`src/ssc_defines.svh`:
```
`ifndef SSC_DEFINES_SVH
`define SSC_DEFINES_SVH
`define SSC_CTRL       8'h00
`define SSC_CFG_SEL    8'h04
`define SSC_CHAN_EN    8'h08
`define SSC_LIM_MASK   8'h0C
`define SSC_SAT_MASK   8'h10
`define SSC_EOS_MASK   8'h14
`define SSC_LOW        8'h18
`define SSC_HIGH       8'h1C
`define SSC_CMP_MODE   8'h20
`define SSC_EOC        8'h24
`define SSC_INTERRUPT_FLAG_REGISTER       8'h28
`define SSC_LIM_STAT   8'h2C
`define SSC_SAT_STAT   8'h30
`define SSC_RESULT     8'h40
`define SSC_B_MODE     0
`define SSC_B_START    1
`define SSC_B_STOP     2
`define SSC_B_SHDN     3
`define SSC_B_PWRUP    4
`define SSC_B_IRQEN    5
`define SSC_B_BUSY     6
`define SSC_B_OFF      7
`define SSC_B_RESTART  8
`define SSC_B_EOS      0
`define SSC_LOW_RST    16'h0200
`define SSC_HIGH_RST   16'h0E00
`define SSC_CHEN_RST   32'h0000_0003
`define SSC_SAT_MIN    16'h8000
`define SSC_SAT_MAX    16'h7FFF
`endif

```
`src/ssc_pkg.sv`:
```
package ssc_pkg;
  typedef enum logic [2:0] {
    ST_OFF  = 3'b001,
    ST_IDLE = 3'b010,
    ST_CONV = 3'b100
  } ssc_state_e;
  typedef enum logic [1:0] {
    CMP_BELOW   = 2'h0,
    CMP_INSIDE  = 2'h1,
    CMP_ABOVE   = 2'h2,
    CMP_OUTSIDE = 2'h3
  } ssc_cmp_e;
  typedef struct packed {
    logic        done;
    logic [15:0] raw;
    logic [15:0] fin;
  } ssc_conv_s;
endpackage : ssc_pkg

```
`src/ssc_result_mem.sv`:
```
`timescale 1ns/1ps
`default_nettype none
module ssc_result_mem #(
  parameter int W  = 16,
  parameter int D  = 17,
  parameter int AW = 5
) (
  input  wire logic          hclk,
  input  wire logic          hresetn,
  input  wire logic          we,
  input  wire logic [AW-1:0] waddr,
  input  wire logic [W-1:0]  wdata,
  input  wire logic [AW-1:0] raddr,
  output logic      [W-1:0]  rdata
);
  logic [W-1:0] mem [D];

  always_ff @(posedge hclk) begin
    if (we && (32'(waddr) < D)) begin
      mem[waddr] <= wdata;
    end
  end

  always_ff @(posedge hclk or negedge hresetn) begin
    if (!hresetn) begin
      rdata <= '0;
    end else if (32'(raddr) < D) begin
      rdata <= mem[raddr];
    end else begin
      rdata <= '0;
    end
  end
endmodule : ssc_result_mem
`default_nettype wire

```
`src/ssc_limit_cmp.sv`:
```
`timescale 1ns/1ps
`default_nettype none
`include "ssc_defines.svh"
module ssc_limit_cmp (
  input  wire logic            [15:0] fin,
  input  wire logic            [15:0] raw,
  input  wire logic            [15:0] low,
  input  wire logic            [15:0] high,
  input  wire ssc_pkg::ssc_cmp_e      mode,
  output logic                        hit,
  output logic                        sat
);
  import ssc_pkg::*;
  logic below;
  logic above;

  // Signed compare on the final 16-bit result [RULE18]
  assign below = $signed(fin) < $signed(low);
  assign above = $signed(fin) >= $signed(high);
  // Raw value before averaging at either end of its range [RULE19]
  assign sat = (raw == `SSC_SAT_MIN) || (raw == `SSC_SAT_MAX);

  always_comb begin
    unique case (mode)
      CMP_BELOW:   hit = below;  // [RULE17]
      CMP_INSIDE:  hit = !below && !above;  // [RULE17]
      CMP_ABOVE:   hit = above;  // [RULE17]
      CMP_OUTSIDE: hit = below || above;  // [RULE17]
    endcase
  end
endmodule : ssc_limit_cmp
`default_nettype wire

```
`src/ssc_top.sv`:
```
// Operation
// [RULE1] Single-scan: one full scan per trigger edge
// [RULE2] Repeating: scan back to back while trigger high
// [RULE3] Stop: finish current work, start nothing more
// [RULE4] Stop completes scan; end visible in status
// [RULE5] Shutdown halts and enters lowest power
// [RULE6] Firmware should prefer stop over shutdown
// [RULE7] End-of-scan mask bit gates its interrupt
// [RULE8] Per-channel enable mask selects scanned channels
// [RULE9] End-of-conversion status, cleared on read
// [RULE10] One result per channel, injection at NCH
// [RULE11] Results read as signed 16-bit values
// [RULE12] Writable global low and high thresholds
// [RULE13] Per-channel limit mask gates limit flags
// [RULE14] Per-channel saturation mask gates saturation flags
// [RULE15] Interrupt enable gates the request output
// [RULE16] Config select reloads mode, optional restart
// [RULE17] Compare below, inside, above or outside
// [RULE18] Compare uses final 16-bit result format
// [RULE19] Saturation from raw value at range ends
// [RULE20] Request high while any unmasked flag pends
//
// Our own choices: the address map and register access over AHB-Lite.
`timescale 1ns/1ps
`default_nettype none
`include "ssc_defines.svh"
module ssc_top #(
  parameter int         NCH      = 16,
  parameter logic [3:0] CFG_MODE = 4'h0
) (
  input  wire logic                       hclk,
  input  wire logic                       hresetn,
  input  wire logic                       hsel,
  input  wire logic [31:0]                haddr,
  input  wire logic [1:0]                 htrans,
  input  wire logic                       hwrite,
  input  wire logic [2:0]                 hsize,
  input  wire logic [31:0]                hwdata,
  input  wire logic                       hready,
  output logic                            hreadyout,
  output logic      [31:0]                hrdata,
  output logic                            hresp,
  input  wire logic                       soc,
  input  wire ssc_pkg::ssc_conv_s         conv,
  output logic                            conv_start,
  output logic      [$clog2(NCH+1)-1:0]   conv_chan,
  output logic                            pwr_dn,
  output logic                            busy,
  output logic                            irq
);
  import ssc_pkg::*;
  localparam int NC = NCH + 1;
  localparam int CW = $clog2(NC);

  ssc_state_e      st;
  logic            acc;
  logic            dph;
  logic            dwr;
  logic [7:0]      daddr;
  logic            wr;
  logic            rd;
  logic [31:0]     next_rdata;
  logic [5:0]      ridx;
  logic [15:0]     mem_rdata;
  logic            mode;
  logic            irq_en;
  logic [NC-1:0]   chan_en;
  logic [NC-1:0]   chen_q;
  logic [NC-1:0]   lim_mask;
  logic [NC-1:0]   sat_mask;
  logic            eos_mask;
  logic [15:0]     low;
  logic [15:0]     high;
  ssc_cmp_e        cmp_mode;
  logic            eoc;
  logic            end_of_scan_flag;
  logic [NC-1:0]   lim_stat;
  logic [NC-1:0]   sat_stat;
  logic            soc_q;
  logic            trig_pend;
  logic            sw_run;
  logic            halt;
  logic            run_lvl;
  logic            go;
  logic            scan_end;
  logic            scan_begin;
  logic            res_we;
  logic            hit;
  logic            sat;
  logic            first_ok;
  logic [CW-1:0]   first_ch;
  logic            nxt_ok;
  logic [CW-1:0]   nxt_ch;
  logic            ctrl_w;
  logic            shdn_w;
  logic            start_w;
  logic            stop_w;
  logic            cfg_w;

  function automatic logic [CW:0] find_ch(input logic [NC-1:0] en, input int from);
    logic [CW:0] r;
    r = '0;
    for (int i = NC - 1; i >= 0; i--) begin
      if (en[i] && i >= from) begin
        r = {1'b1, CW'(i)};
      end
    end
    return r;
  endfunction : find_ch

  // Bus: every transfer takes one wait state so read data leave a flop
  assign acc = hsel && htrans[1] && hready;
  assign wr  = dph && dwr;
  assign rd  = dph && !dwr;
  assign ridx = haddr[7:2] - 6'h10;

  always_ff @(posedge hclk or negedge hresetn) begin
    if (!hresetn) begin
      dph       <= 1'b0;
      dwr       <= 1'b0;
      daddr     <= 8'h00;
      hreadyout <= 1'b1;
      hresp     <= 1'b0;
    end else begin
      dph       <= acc;
      hreadyout <= !acc;
      hresp     <= 1'b0;
      if (acc) begin
        dwr   <= hwrite;
        daddr <= haddr[7:0];
      end
    end
  end

  assign ctrl_w  = wr && daddr == `SSC_CTRL;
  assign shdn_w  = ctrl_w && hwdata[`SSC_B_SHDN];
  assign start_w = ctrl_w && hwdata[`SSC_B_START];
  assign stop_w  = ctrl_w && hwdata[`SSC_B_STOP];
  assign cfg_w   = wr && daddr == `SSC_CFG_SEL;

  // Mode: a config select discards any runtime override [RULE16]
  always_ff @(posedge hclk or negedge hresetn) begin
    if (!hresetn) begin
      mode   <= 1'b0;
      irq_en <= 1'b0;
    end else if (cfg_w) begin
      mode <= CFG_MODE[hwdata[1:0]];  // [RULE16]
    end else if (ctrl_w) begin
      mode   <= hwdata[`SSC_B_MODE];
      irq_en <= hwdata[`SSC_B_IRQEN];  // [RULE15]
    end
  end

  always_ff @(posedge hclk or negedge hresetn) begin
    if (!hresetn) begin
      chan_en  <= NC'(`SSC_CHEN_RST);
      lim_mask <= '0;
      sat_mask <= '0;
      eos_mask <= 1'b0;
      low      <= `SSC_LOW_RST;
      high     <= `SSC_HIGH_RST;
      cmp_mode <= CMP_BELOW;
    end else if (wr) begin
      case (daddr)
        `SSC_CHAN_EN:  chan_en  <= hwdata[NC-1:0];  // [RULE8]
        `SSC_LIM_MASK: lim_mask <= hwdata[NC-1:0];  // [RULE13]
        `SSC_SAT_MASK: sat_mask <= hwdata[NC-1:0];  // [RULE14]
        `SSC_EOS_MASK: eos_mask <= hwdata[0];  // [RULE7]
        `SSC_LOW:      low      <= hwdata[15:0];  // [RULE12]
        `SSC_HIGH:     high     <= hwdata[15:0];  // [RULE12]
        `SSC_CMP_MODE: cmp_mode <= ssc_cmp_e'(hwdata[1:0]);
        default: ;
      endcase
    end
  end

  // Trigger: edge arms one scan, level keeps scans going
  assign run_lvl = soc || sw_run;
  assign go      = !halt && (mode ? run_lvl : trig_pend);  // [RULE1] [RULE2]

  always_ff @(posedge hclk or negedge hresetn) begin
    if (!hresetn) begin
      soc_q     <= 1'b0;
      trig_pend <= 1'b0;
      sw_run    <= 1'b0;
      halt      <= 1'b0;
    end else begin
      soc_q <= soc;
      if (stop_w || shdn_w) begin
        halt      <= 1'b1;  // [RULE3]
        trig_pend <= 1'b0;
        sw_run    <= 1'b0;
      end else if (start_w || (cfg_w && hwdata[`SSC_B_RESTART])) begin
        halt      <= 1'b0;
        trig_pend <= 1'b1;  // [RULE16]
        sw_run    <= 1'b1;
      end else if (!mode && soc && !soc_q && !halt) begin
        trig_pend <= 1'b1;  // [RULE1]
      end else if (scan_begin) begin
        trig_pend <= 1'b0;  // [RULE1]
      end
    end
  end

  assign {first_ok, first_ch} = find_ch(chan_en, 0);
  assign {nxt_ok, nxt_ch}     = find_ch(chan_en, 32'(conv_chan) + 1);
  assign scan_begin = st == ST_IDLE && go && !shdn_w;
  assign res_we     = st == ST_CONV && conv.done;
  assign scan_end   = res_we && !nxt_ok;

  // Sequencer; disabled channels cost no time
  always_ff @(posedge hclk or negedge hresetn) begin
    if (!hresetn) begin
      st         <= ST_IDLE;
      conv_start <= 1'b0;
      conv_chan  <= '0;
      pwr_dn     <= 1'b0;
      busy       <= 1'b0;
    end else begin
      conv_start <= 1'b0;
      if (shdn_w) begin
        st     <= ST_OFF;  // [RULE5]
        pwr_dn <= 1'b1;  // [RULE5]
        busy   <= 1'b0;
      end else begin
        unique case (st)
          ST_OFF: begin
            if (ctrl_w && hwdata[`SSC_B_PWRUP]) begin
              st     <= ST_IDLE;
              pwr_dn <= 1'b0;
            end
          end
          ST_IDLE: begin
            if (scan_begin && first_ok) begin
              st         <= ST_CONV;
              conv_chan  <= first_ch;  // [RULE8]
              conv_start <= 1'b1;
              busy       <= 1'b1;
            end
          end
          ST_CONV: begin
            if (res_we && nxt_ok) begin
              conv_chan  <= nxt_ch;  // [RULE4]
              conv_start <= 1'b1;
            end else if (res_we && go && mode && first_ok) begin
              conv_chan  <= first_ch;  // [RULE2]
              conv_start <= 1'b1;
            end else if (res_we) begin
              st   <= ST_IDLE;  // [RULE3] [RULE4]
              busy <= 1'b0;
            end
          end
        endcase
      end
    end
  end

  ssc_limit_cmp u_cmp (
    .fin  (conv.fin),
    .raw  (conv.raw),
    .low  (low),
    .high (high),
    .mode (cmp_mode),
    .hit  (hit),
    .sat  (sat)
  );

  ssc_result_mem #(
    .W  (16),
    .D  (NC),
    .AW (CW)
  ) u_mem (
    .hclk    (hclk),
    .hresetn (hresetn),
    .we      (res_we),  // [RULE10]
    .waddr   (conv_chan),
    .wdata   (conv.fin),
    .raddr   (ridx[CW-1:0]),
    .rdata   (mem_rdata)
  );

  // Status flags: a set in the clearing cycle wins
  always_ff @(posedge hclk or negedge hresetn) begin
    if (!hresetn) begin
      eoc <= 1'b0;
    end else if (scan_end) begin
      eoc <= 1'b1;  // [RULE9] [RULE4]
    end else if ((rd && daddr == `SSC_EOC) || scan_begin) begin
      eoc <= 1'b0;  // [RULE9]
    end
  end

  always_ff @(posedge hclk or negedge hresetn) begin
    if (!hresetn) begin
      end_of_scan_flag <= 1'b0;
    end else if (scan_end) begin
      end_of_scan_flag <= 1'b1;
    end else if (wr && daddr == `SSC_INTERRUPT_FLAG_REGISTER && hwdata[`SSC_B_EOS]) begin
      end_of_scan_flag <= 1'b0;
    end
  end

  always_ff @(posedge hclk or negedge hresetn) begin
    if (!hresetn) begin
      lim_stat <= '0;
      sat_stat <= '0;
    end else begin
      for (int i = 0; i < NC; i++) begin
        if (res_we && 32'(conv_chan) == i && hit && lim_mask[i]) begin
          lim_stat[i] <= 1'b1;  // [RULE13]
        end else if (wr && daddr == `SSC_LIM_STAT && hwdata[i]) begin
          lim_stat[i] <= 1'b0;
        end
        if (res_we && 32'(conv_chan) == i && sat && sat_mask[i]) begin
          sat_stat[i] <= 1'b1;  // [RULE14]
        end else if (wr && daddr == `SSC_SAT_STAT && hwdata[i]) begin
          sat_stat[i] <= 1'b0;
        end
      end
    end
  end

  always_ff @(posedge hclk or negedge hresetn) begin
    if (!hresetn) begin
      irq    <= 1'b0;
      chen_q <= '0;
    end else begin
      chen_q <= chan_en;
      irq    <= irq_en && ((end_of_scan_flag && eos_mask) || |(lim_stat & lim_mask)
                || |(sat_stat & sat_mask));  // [RULE7] [RULE15] [RULE20]
    end
  end

  always_comb begin
    next_rdata = 32'h0000_0000;
    case (daddr)
      `SSC_CTRL: next_rdata = {24'h0, pwr_dn, busy, irq_en, 4'h0, mode};
      `SSC_CHAN_EN:  next_rdata = 32'(chan_en);
      `SSC_LIM_MASK: next_rdata = 32'(lim_mask);
      `SSC_SAT_MASK: next_rdata = 32'(sat_mask);
      `SSC_EOS_MASK: next_rdata = {31'h0, eos_mask};
      `SSC_LOW:      next_rdata = {16'h0, low};
      `SSC_HIGH:     next_rdata = {16'h0, high};
      `SSC_CMP_MODE: next_rdata = {30'h0, cmp_mode};
      `SSC_EOC:      next_rdata = {31'h0, eoc};  // [RULE9]
      `SSC_INTERRUPT_FLAG_REGISTER:     next_rdata = {31'h0, end_of_scan_flag};
      `SSC_LIM_STAT: next_rdata = 32'(lim_stat);
      `SSC_SAT_STAT: next_rdata = 32'(sat_stat);
      default: begin
        if (daddr >= `SSC_RESULT && daddr <= 8'(`SSC_RESULT + 4 * NCH)) begin
          next_rdata = {{16{mem_rdata[15]}}, mem_rdata};  // [RULE11]
        end
      end
    endcase
  end

  always_ff @(posedge hclk or negedge hresetn) begin
    if (!hresetn) begin
      hrdata <= 32'h0000_0000;
    end else if (rd) begin
      hrdata <= next_rdata;
    end
  end
endmodule : ssc_top
`default_nettype wire

```
`config.mk`:
```
export PLATFORM = sky130hd
export DESIGN_NAME = ssc_top
export DESIGN_NICKNAME = d
export VERILOG_FILES = /design/src/ssc_pkg.sv /design/src/ssc_result_mem.sv /design/src/ssc_limit_cmp.sv /design/src/ssc_top.sv
export VERILOG_INCLUDE_DIRS = /design/src /design/src/src
export SDC_FILE = /design/constraint.sdc
export NUM_CORES = 1
export LEC_CHECK = 0
export ABC_AREA = 1
export BUFFER_PORTS_ARGS = -buffer_cell sky130_fd_sc_hd__buf_2
export CAP_MARGIN = 10
export CORE_MARGIN = 3
export CORE_UTILIZATION = 54
export DETAILED_ROUTE_END_ITERATION = 8
export HOLD_SLACK_MARGIN = 0.03
export PLACE_DENSITY = 0.76
export SYNTH_ARGS = -nofsm -noshare
export SYNTH_HDL_FRONTEND = slang
export SYNTH_SLANG_ARGS = --single-unit
```
`constraint.sdc`:
```
create_clock -name hclk -period 2.9 [get_ports hclk]
set_input_delay 0.58 -clock hclk [delete_from_list [all_inputs] [get_ports hclk]]
set_output_delay 0.58 -clock hclk [all_outputs]
set_load 0.02 [all_outputs]
```
; ---- Word level (Yosys, flattened, before mapping)
; Memories as Yosys holds them, arrays and structs flattened.
; Index checks and enable logic that the tools add are counted.
[totals]
memories = 1
ram_bits = 272
latch_bits = 0
rom_bits = 0
out_inout_bits = 43
reg_bits = 199
[mem_list]
columns = memory, words, word_bits, rd, rd_ports_with_merged_regs, wr, line_no
row1 = u_mem.mem, 17, 16, 1, 0, 1, ssc_result_mem.sv:16  ; logic [W-1:0] mem [D];
[classes]
n_reduce_logical = 247
n_mul = 0
n_lt_le_gt_ge = 24
n_eq_ne = 43
n_div = 0
n_mux = 150
bitwise_logic = 4
shifts = 0
add_sub_neg = 2
[ops]
columns = operator, n
row1 = $pmux W32 S12, 1
row2 = $mux W6, 34
row3 = $logic_and A1 B1 Y1, 170
row4 = $mux W1, 98
row5 = $reduce_bool A2 Y1, 41
row6 = $ge A4 B6 Y1 const A, 8
row7 = $eq A5 B4 Y1 const B, 8
row8 = $eq A8 B6 Y1 const B, 5
row9 = $and A17 B17 Y17, 2
row10 = $reduce_or A17 Y1, 2
row11 = $eq A8 B5 Y1 const B, 4
row12 = $mux W32, 1
row13 = $ge A3 B6 Y1 const A, 4
row14 = $eq A5 B3 Y1 const B, 4
row15 = $mux W3, 6
row16 = $reduce_and A2 Y1, 9
row17 = $eq A16 B15 Y1 const B, 1
row18 = $eq A16 B16 Y1 const B, 1
row19 = $eq A8 B4 Y1 const B, 2
row20 = $ge A16 B16 Y1, 1
row21 = $lt A16 B16 Y1, 1
row22 = $mux W16, 1
row23 = $mux W5, 3
row24 = $ge A1 B6 Y1 const A, 2
row25 = other kinds (36), 61

; ---- Logic depth before layout (Yosys ltp)
[logic_depth]
word_depth = 24
ltp_mapped = 23
ltp_nobuf = 23

; ---- By module
; From an unflattened synthesis, not the netlist that was laid out.
[unflattened]
hier_cells = 2438
area_unflattened_um2 = 21977.3
[by_module_without_submodules]
columns = mod, area_per_inst_um2, cells_each, instances, seq_area_each_um2
row1 = ssc_result_mem, 12315.6, 1204, 1, 8568.2
row2 = ssc_top, 8693.3, 1071, 1, 4239.1
row3 = ssc_limit_cmp, 968.4, 163, 1, 0.0

; ---- Worst setup path before layout
; No wires, ideal clock.
[synth_path]
path_kind = register to register
from = register st[0]
to = memory u_mem.mem[16][0], enable pin
slack_ns = 0.117
path_buffers = 0
setup_ns = 0.409
t_arrival_ns = 2.373
required_ns = 2.491
path_stages_with_launch = 6
synth_period_minus_slack_ns = 2.783
cell_sequence = dfrtp_1 nor3_1 inv_1 nor2_2 nand4_1 nor3_1
[synth_via]
elab_chain_len = 5
[synth_rtl]
columns = element, line_no
row1 = from (decl), ssc_top.sv:55  ; ssc_state_e st;
row2 = from (signal assigned), ssc_top.sv:214  ; st <= ST_IDLE;
row3 = from (signal assigned), ssc_top.sv:222  ; st <= ST_OFF;
row4 = from (signal assigned), ssc_top.sv:229  ; st <= ST_IDLE;
row5 = $eq A3 B3 Y1, ssc_top.sv:208  ; assign res_we = st == ST_CONV && conv.done;
row6 = $logic_and A1 B1 Y1, ssc_top.sv:208
row7 = $logic_and A1 B1 Y1, ssc_result_mem.sv:19  ; if (we && (32'(waddr) < D)) begin
row8 = $mux W1, ssc_result_mem.sv:19
row9 = $mux W1 (not written as such), ssc_result_mem.sv:20  ; mem[waddr] <= wdata;
row10 = to (decl), ssc_result_mem.sv:16
; No other way between the ends.

; ---- Worst setup path in the final report
[layout_path]
from = register daddr[1]
to = register hrdata[7]
[layout_via]
elab_chain_len = 4
word_cells_on_any_way = 17
classes_between = 2 x order compare / 11 x eq/ne / 2 x mux / 2 x reduce/logical
[layout_rtl]
columns = element, line_no
row1 = from (decl), ssc_top.sv:59  ; logic [7:0] daddr;
row2 = from (signal assigned), ssc_top.sv:130  ; daddr <= haddr[7:0];
row3 = $ge A8 B7 Y1 (no source line) or $le A8 B8 Y1 (tied branches), --
row4 = $logic_and A1 B1 Y1, ssc_top.sv:350  ; if (daddr >= `SSC_RESULT && daddr <= 8'(`SSC_RESULT + 4 * NCH)) begin
row5 = $mux W32, ssc_top.sv:350
row6 = $pmux W32 S12 *, ssc_top.sv:336  ; case (daddr)
row7 = to (signal assigned), ssc_top.sv:361  ; hrdata <= next_rdata;
row8 = to (decl), ssc_top.sv:41  ; output logic [31:0] hrdata,
; Mark *: on every way between the ends. The rest lies on a longest branch, timed or not.
; A chain may end at the register's enable or synchronous reset.

==> impl_metrics.tcl <==
set metrics [dict create \
    status "completed" \
    dp_hpwl_um 41300 \
    drv_cap 0 \
    vias 16600 \
    rr_worst_depth 8 \
    end_kind "flip-flop" \
    wl_per_cell_um 23.7 \
    ioPinCount 151 \
    syn_inst 1964 \
    clock_tree.buffer_depth 3 \
    crit_type "flip-flop to flip-flop" \
    cts_tree "built" \
    groute.usage.overall_pct 30.8 \
    ff_latch_area_sq_um 12800 \
    syn_area_per_cell_sq_um 10.4 \
    cts_root_buf "clkbuf_16" \
    cts_buffers 47 \
    drtAntennaViolNets 0 \
    clock_latency_ps 570 \
    fmax_mhz 364 \
    rsz0062_at_grt "true" \
    place_inst 2567 \
    rows 70 \
    drive_gt1_share_pct 16.1 \
    skew_ps 20.5 \
    tightest_slew_ps 1130 \
    synth_area_sq_um 20400 \
    synth-edff-count 272 \
    antenna_found_initial 0 \
    setup_tns_ps 0 \
    ys_seq_area_share_pct 62.9 \
    grt_overflow 0 \
    critPathMaxFanout 11 \
    leakagePower_uw 0.00983 \
    cts_sinks 457 \
    grt_pass1_vias 16100 \
    port_buffers 106 \
    drtPass1Iterations 7 \
    cp.arrival_ps 3210 \
    async_flop_share_pct 40.5 \
    cts.clk_slew.worst_paths_ps 60 \
    ir_drop_uv 543 \
    cts.htree.levels 2 \
    cts_hold_buffers 0 \
    slew_headroom_pct 23.9 \
    crit_required_ps 3360 \
    grt_max_degree 95 \
    hold_path_class "input pin to async pin" \
    synth_area_leader_cell "edfxtp_1" \
    synthFlopType "edfxtp_1" \
    fill_cells 2822 \
    dieArea_sq_um 40100 \
    wl_um 62800 \
    drcViolationCount 0 \
    drt_iter0_drc 2362 \
    multiInputGateArea_sq_um 6570 \
    layoutNonFillerInstCount 2654 \
    die_y_um 200 \
    finalMaxSlewViolations 0 \
    gp_congestion 0.973 \
    yosysWarnings 0 \
    cts_resized 0 \
    viasPerCell 6.26 \
    core_sq_um 36900 \
    die_w_um 200 \
    syn_to_final_growth_pct 15.8 \
    final_hold_viol_count 0 \
    syn_nets 2109 \
    finalCritPeriodShare_pct 94.7 \
    netlist.area_leader.share_pct 40.1 \
    cellPowerDensity_nw_per_um2 728 \
    start_util_pct 55.2 \
    fin_nets 2258 \
    ys_types 51 \
    critPathLaunchType "flip-flop" \
    grt_pass1_wl_um 95100 \
    setup_viol 0 \
    finalCriticalPeriod_ps 2750 \
    ys_top_cells_by_area "edfxtp_1, dfrtp_1, o21ai_0" \
    ys_ff_latch 457 \
]
worst paths after layout:
| path | start | endpoint | slack (ps) |
|---|---|---|---|
| setup / recovery | daddr[1] | hrdata[7] | 150 |
| hold / removal | hresetn | conv_start | 20 |
| max in group asynchronous | hresetn | high[11] | 2040 |
| setup reg to reg | daddr[1] | hrdata[7] | 150 |
| min in group hclk | soc | soc_q | 150 |
| hold reg to reg | daddr[1] | daddr[1] | 480 |
metrics by stage:
step                hold WS, ps  power (uW)  worst slack [ps]  cell area, sq um  utilization (%)
finish                     23.9       17200               153             23600             64.0
global route               74.1       17800             -8.01             23600             64.0
CTS                        49.5       17100               129             23600             63.9
detailed placement          466       10900               136             22000             59.6
global placement            466       10900               163             22000             59.6
floorplan                   284        9780               117             20400                -
sequential cells by signal (all words and copies together) (netlist names), 2 cells and up:
register	cells
conv_chan	5
sat_mask	17
lim_stat	17
hrdata	18
chan_en	17
high	16
u_mem.mem	272
cmp_mode	2
low	16
u_mem.rdata	16
daddr	8
sat_stat	17
lim_mask	17
st	3
cell families (layout without fill, tap and decap cells):
group | after synthesis | count (layout) | share of synthesized area (%)
compound gates | 534 | 534 | 15.4
xor+xnor | 1 | 1 | 0.0430
fa+ha+maj | 37 | 37 | 2.27
buf+inv | 262 | 447 | 5.16
flops | 457 | 457 | 62.9
other cells | 1 | 2 | 0.0184
simple gates | 672 | 672 | 14.3
layout make-up:
cell class,count,share of cell area [%]
antenna,1,0.0106
clock buffer,59,5.39
tap,504,2.67
sequential,457,54.3
inverter,162,2.59
timing repair buffer,200,5.82
clock inverter,26,1.37
multi-input combinational,1245,27.8
cell usage after synthesis (all sizes together) (33+ instances only):
library cell	count
nand3	76
edfxtp	272
clkbuf	82
o21ai	310
nor3	33
o22ai	62
a21oi	53
nor2	224
inv	158
dfrtp	177
nand2	300
ha	37
a221oi	34
metal layers:
metal | vias up | routed length, um | global-route usage (%)
met5 | - | 0 | 0
met3 | 209 | 6980 | 6.53
met2 | 1116 | 29100 | 48.6
li1 | 7276 | - | -
met4 | 0 | 3160 | 14.2
met1 | 8007 | 23500 | 41.4
placed cells by master, fill, tap and decap left out, drive strengths merged, types with 2 or more instances in the layout:
| cell | count |
|---|---|
| o221ai | 22 |
| nor3 | 33 |
| clkbuf | 60 |
| edfxtp | 272 |
| o21ai | 310 |
| dfstp | 8 |
| o211ai | 6 |
| a221oi | 34 |
| ha | 37 |
| o21a | 2 |
| a21oi | 53 |
| o22ai | 62 |
| a31oi | 15 |
| inv | 158 |
| dfrtp | 177 |
| a31o | 6 |
| nor2 | 224 |
| o41ai | 2 |
| or2 | 2 |
| o31ai | 2 |
| nand3 | 76 |
| bufinv | 7 |
| buf | 199 |
| nand4 | 24 |
| nand2 | 300 |
| nor4 | 9 |
| nand3b | 2 |
| o2111ai | 2 |
| clkinv | 22 |
| a41oi | 14 |
report_power, final:
part	switching (uW)	leakage, uW	internal, uW
combinational	2150	0.00458	990
clock	2520	0.000778	3730
sequential	408	0.00447	7370
critical path, cell delays in order (launching register included):
cell and delay (ps):
dfrtp_1 370, nor2_1 180, inv_1 100, nor3_1 460, nand2_1 530, buf_4 320
o22ai_1 270, a221oi_1 180, a41oi_1 220
what timing repair did:
item / in CTS / in global routing
buffers inserted: 0 / 1
endpoints found under the hold margin: 0 / 0
endpoints found under the setup margin: 0 / 6
Note: power is estimated with default switching activity, not from simulation.
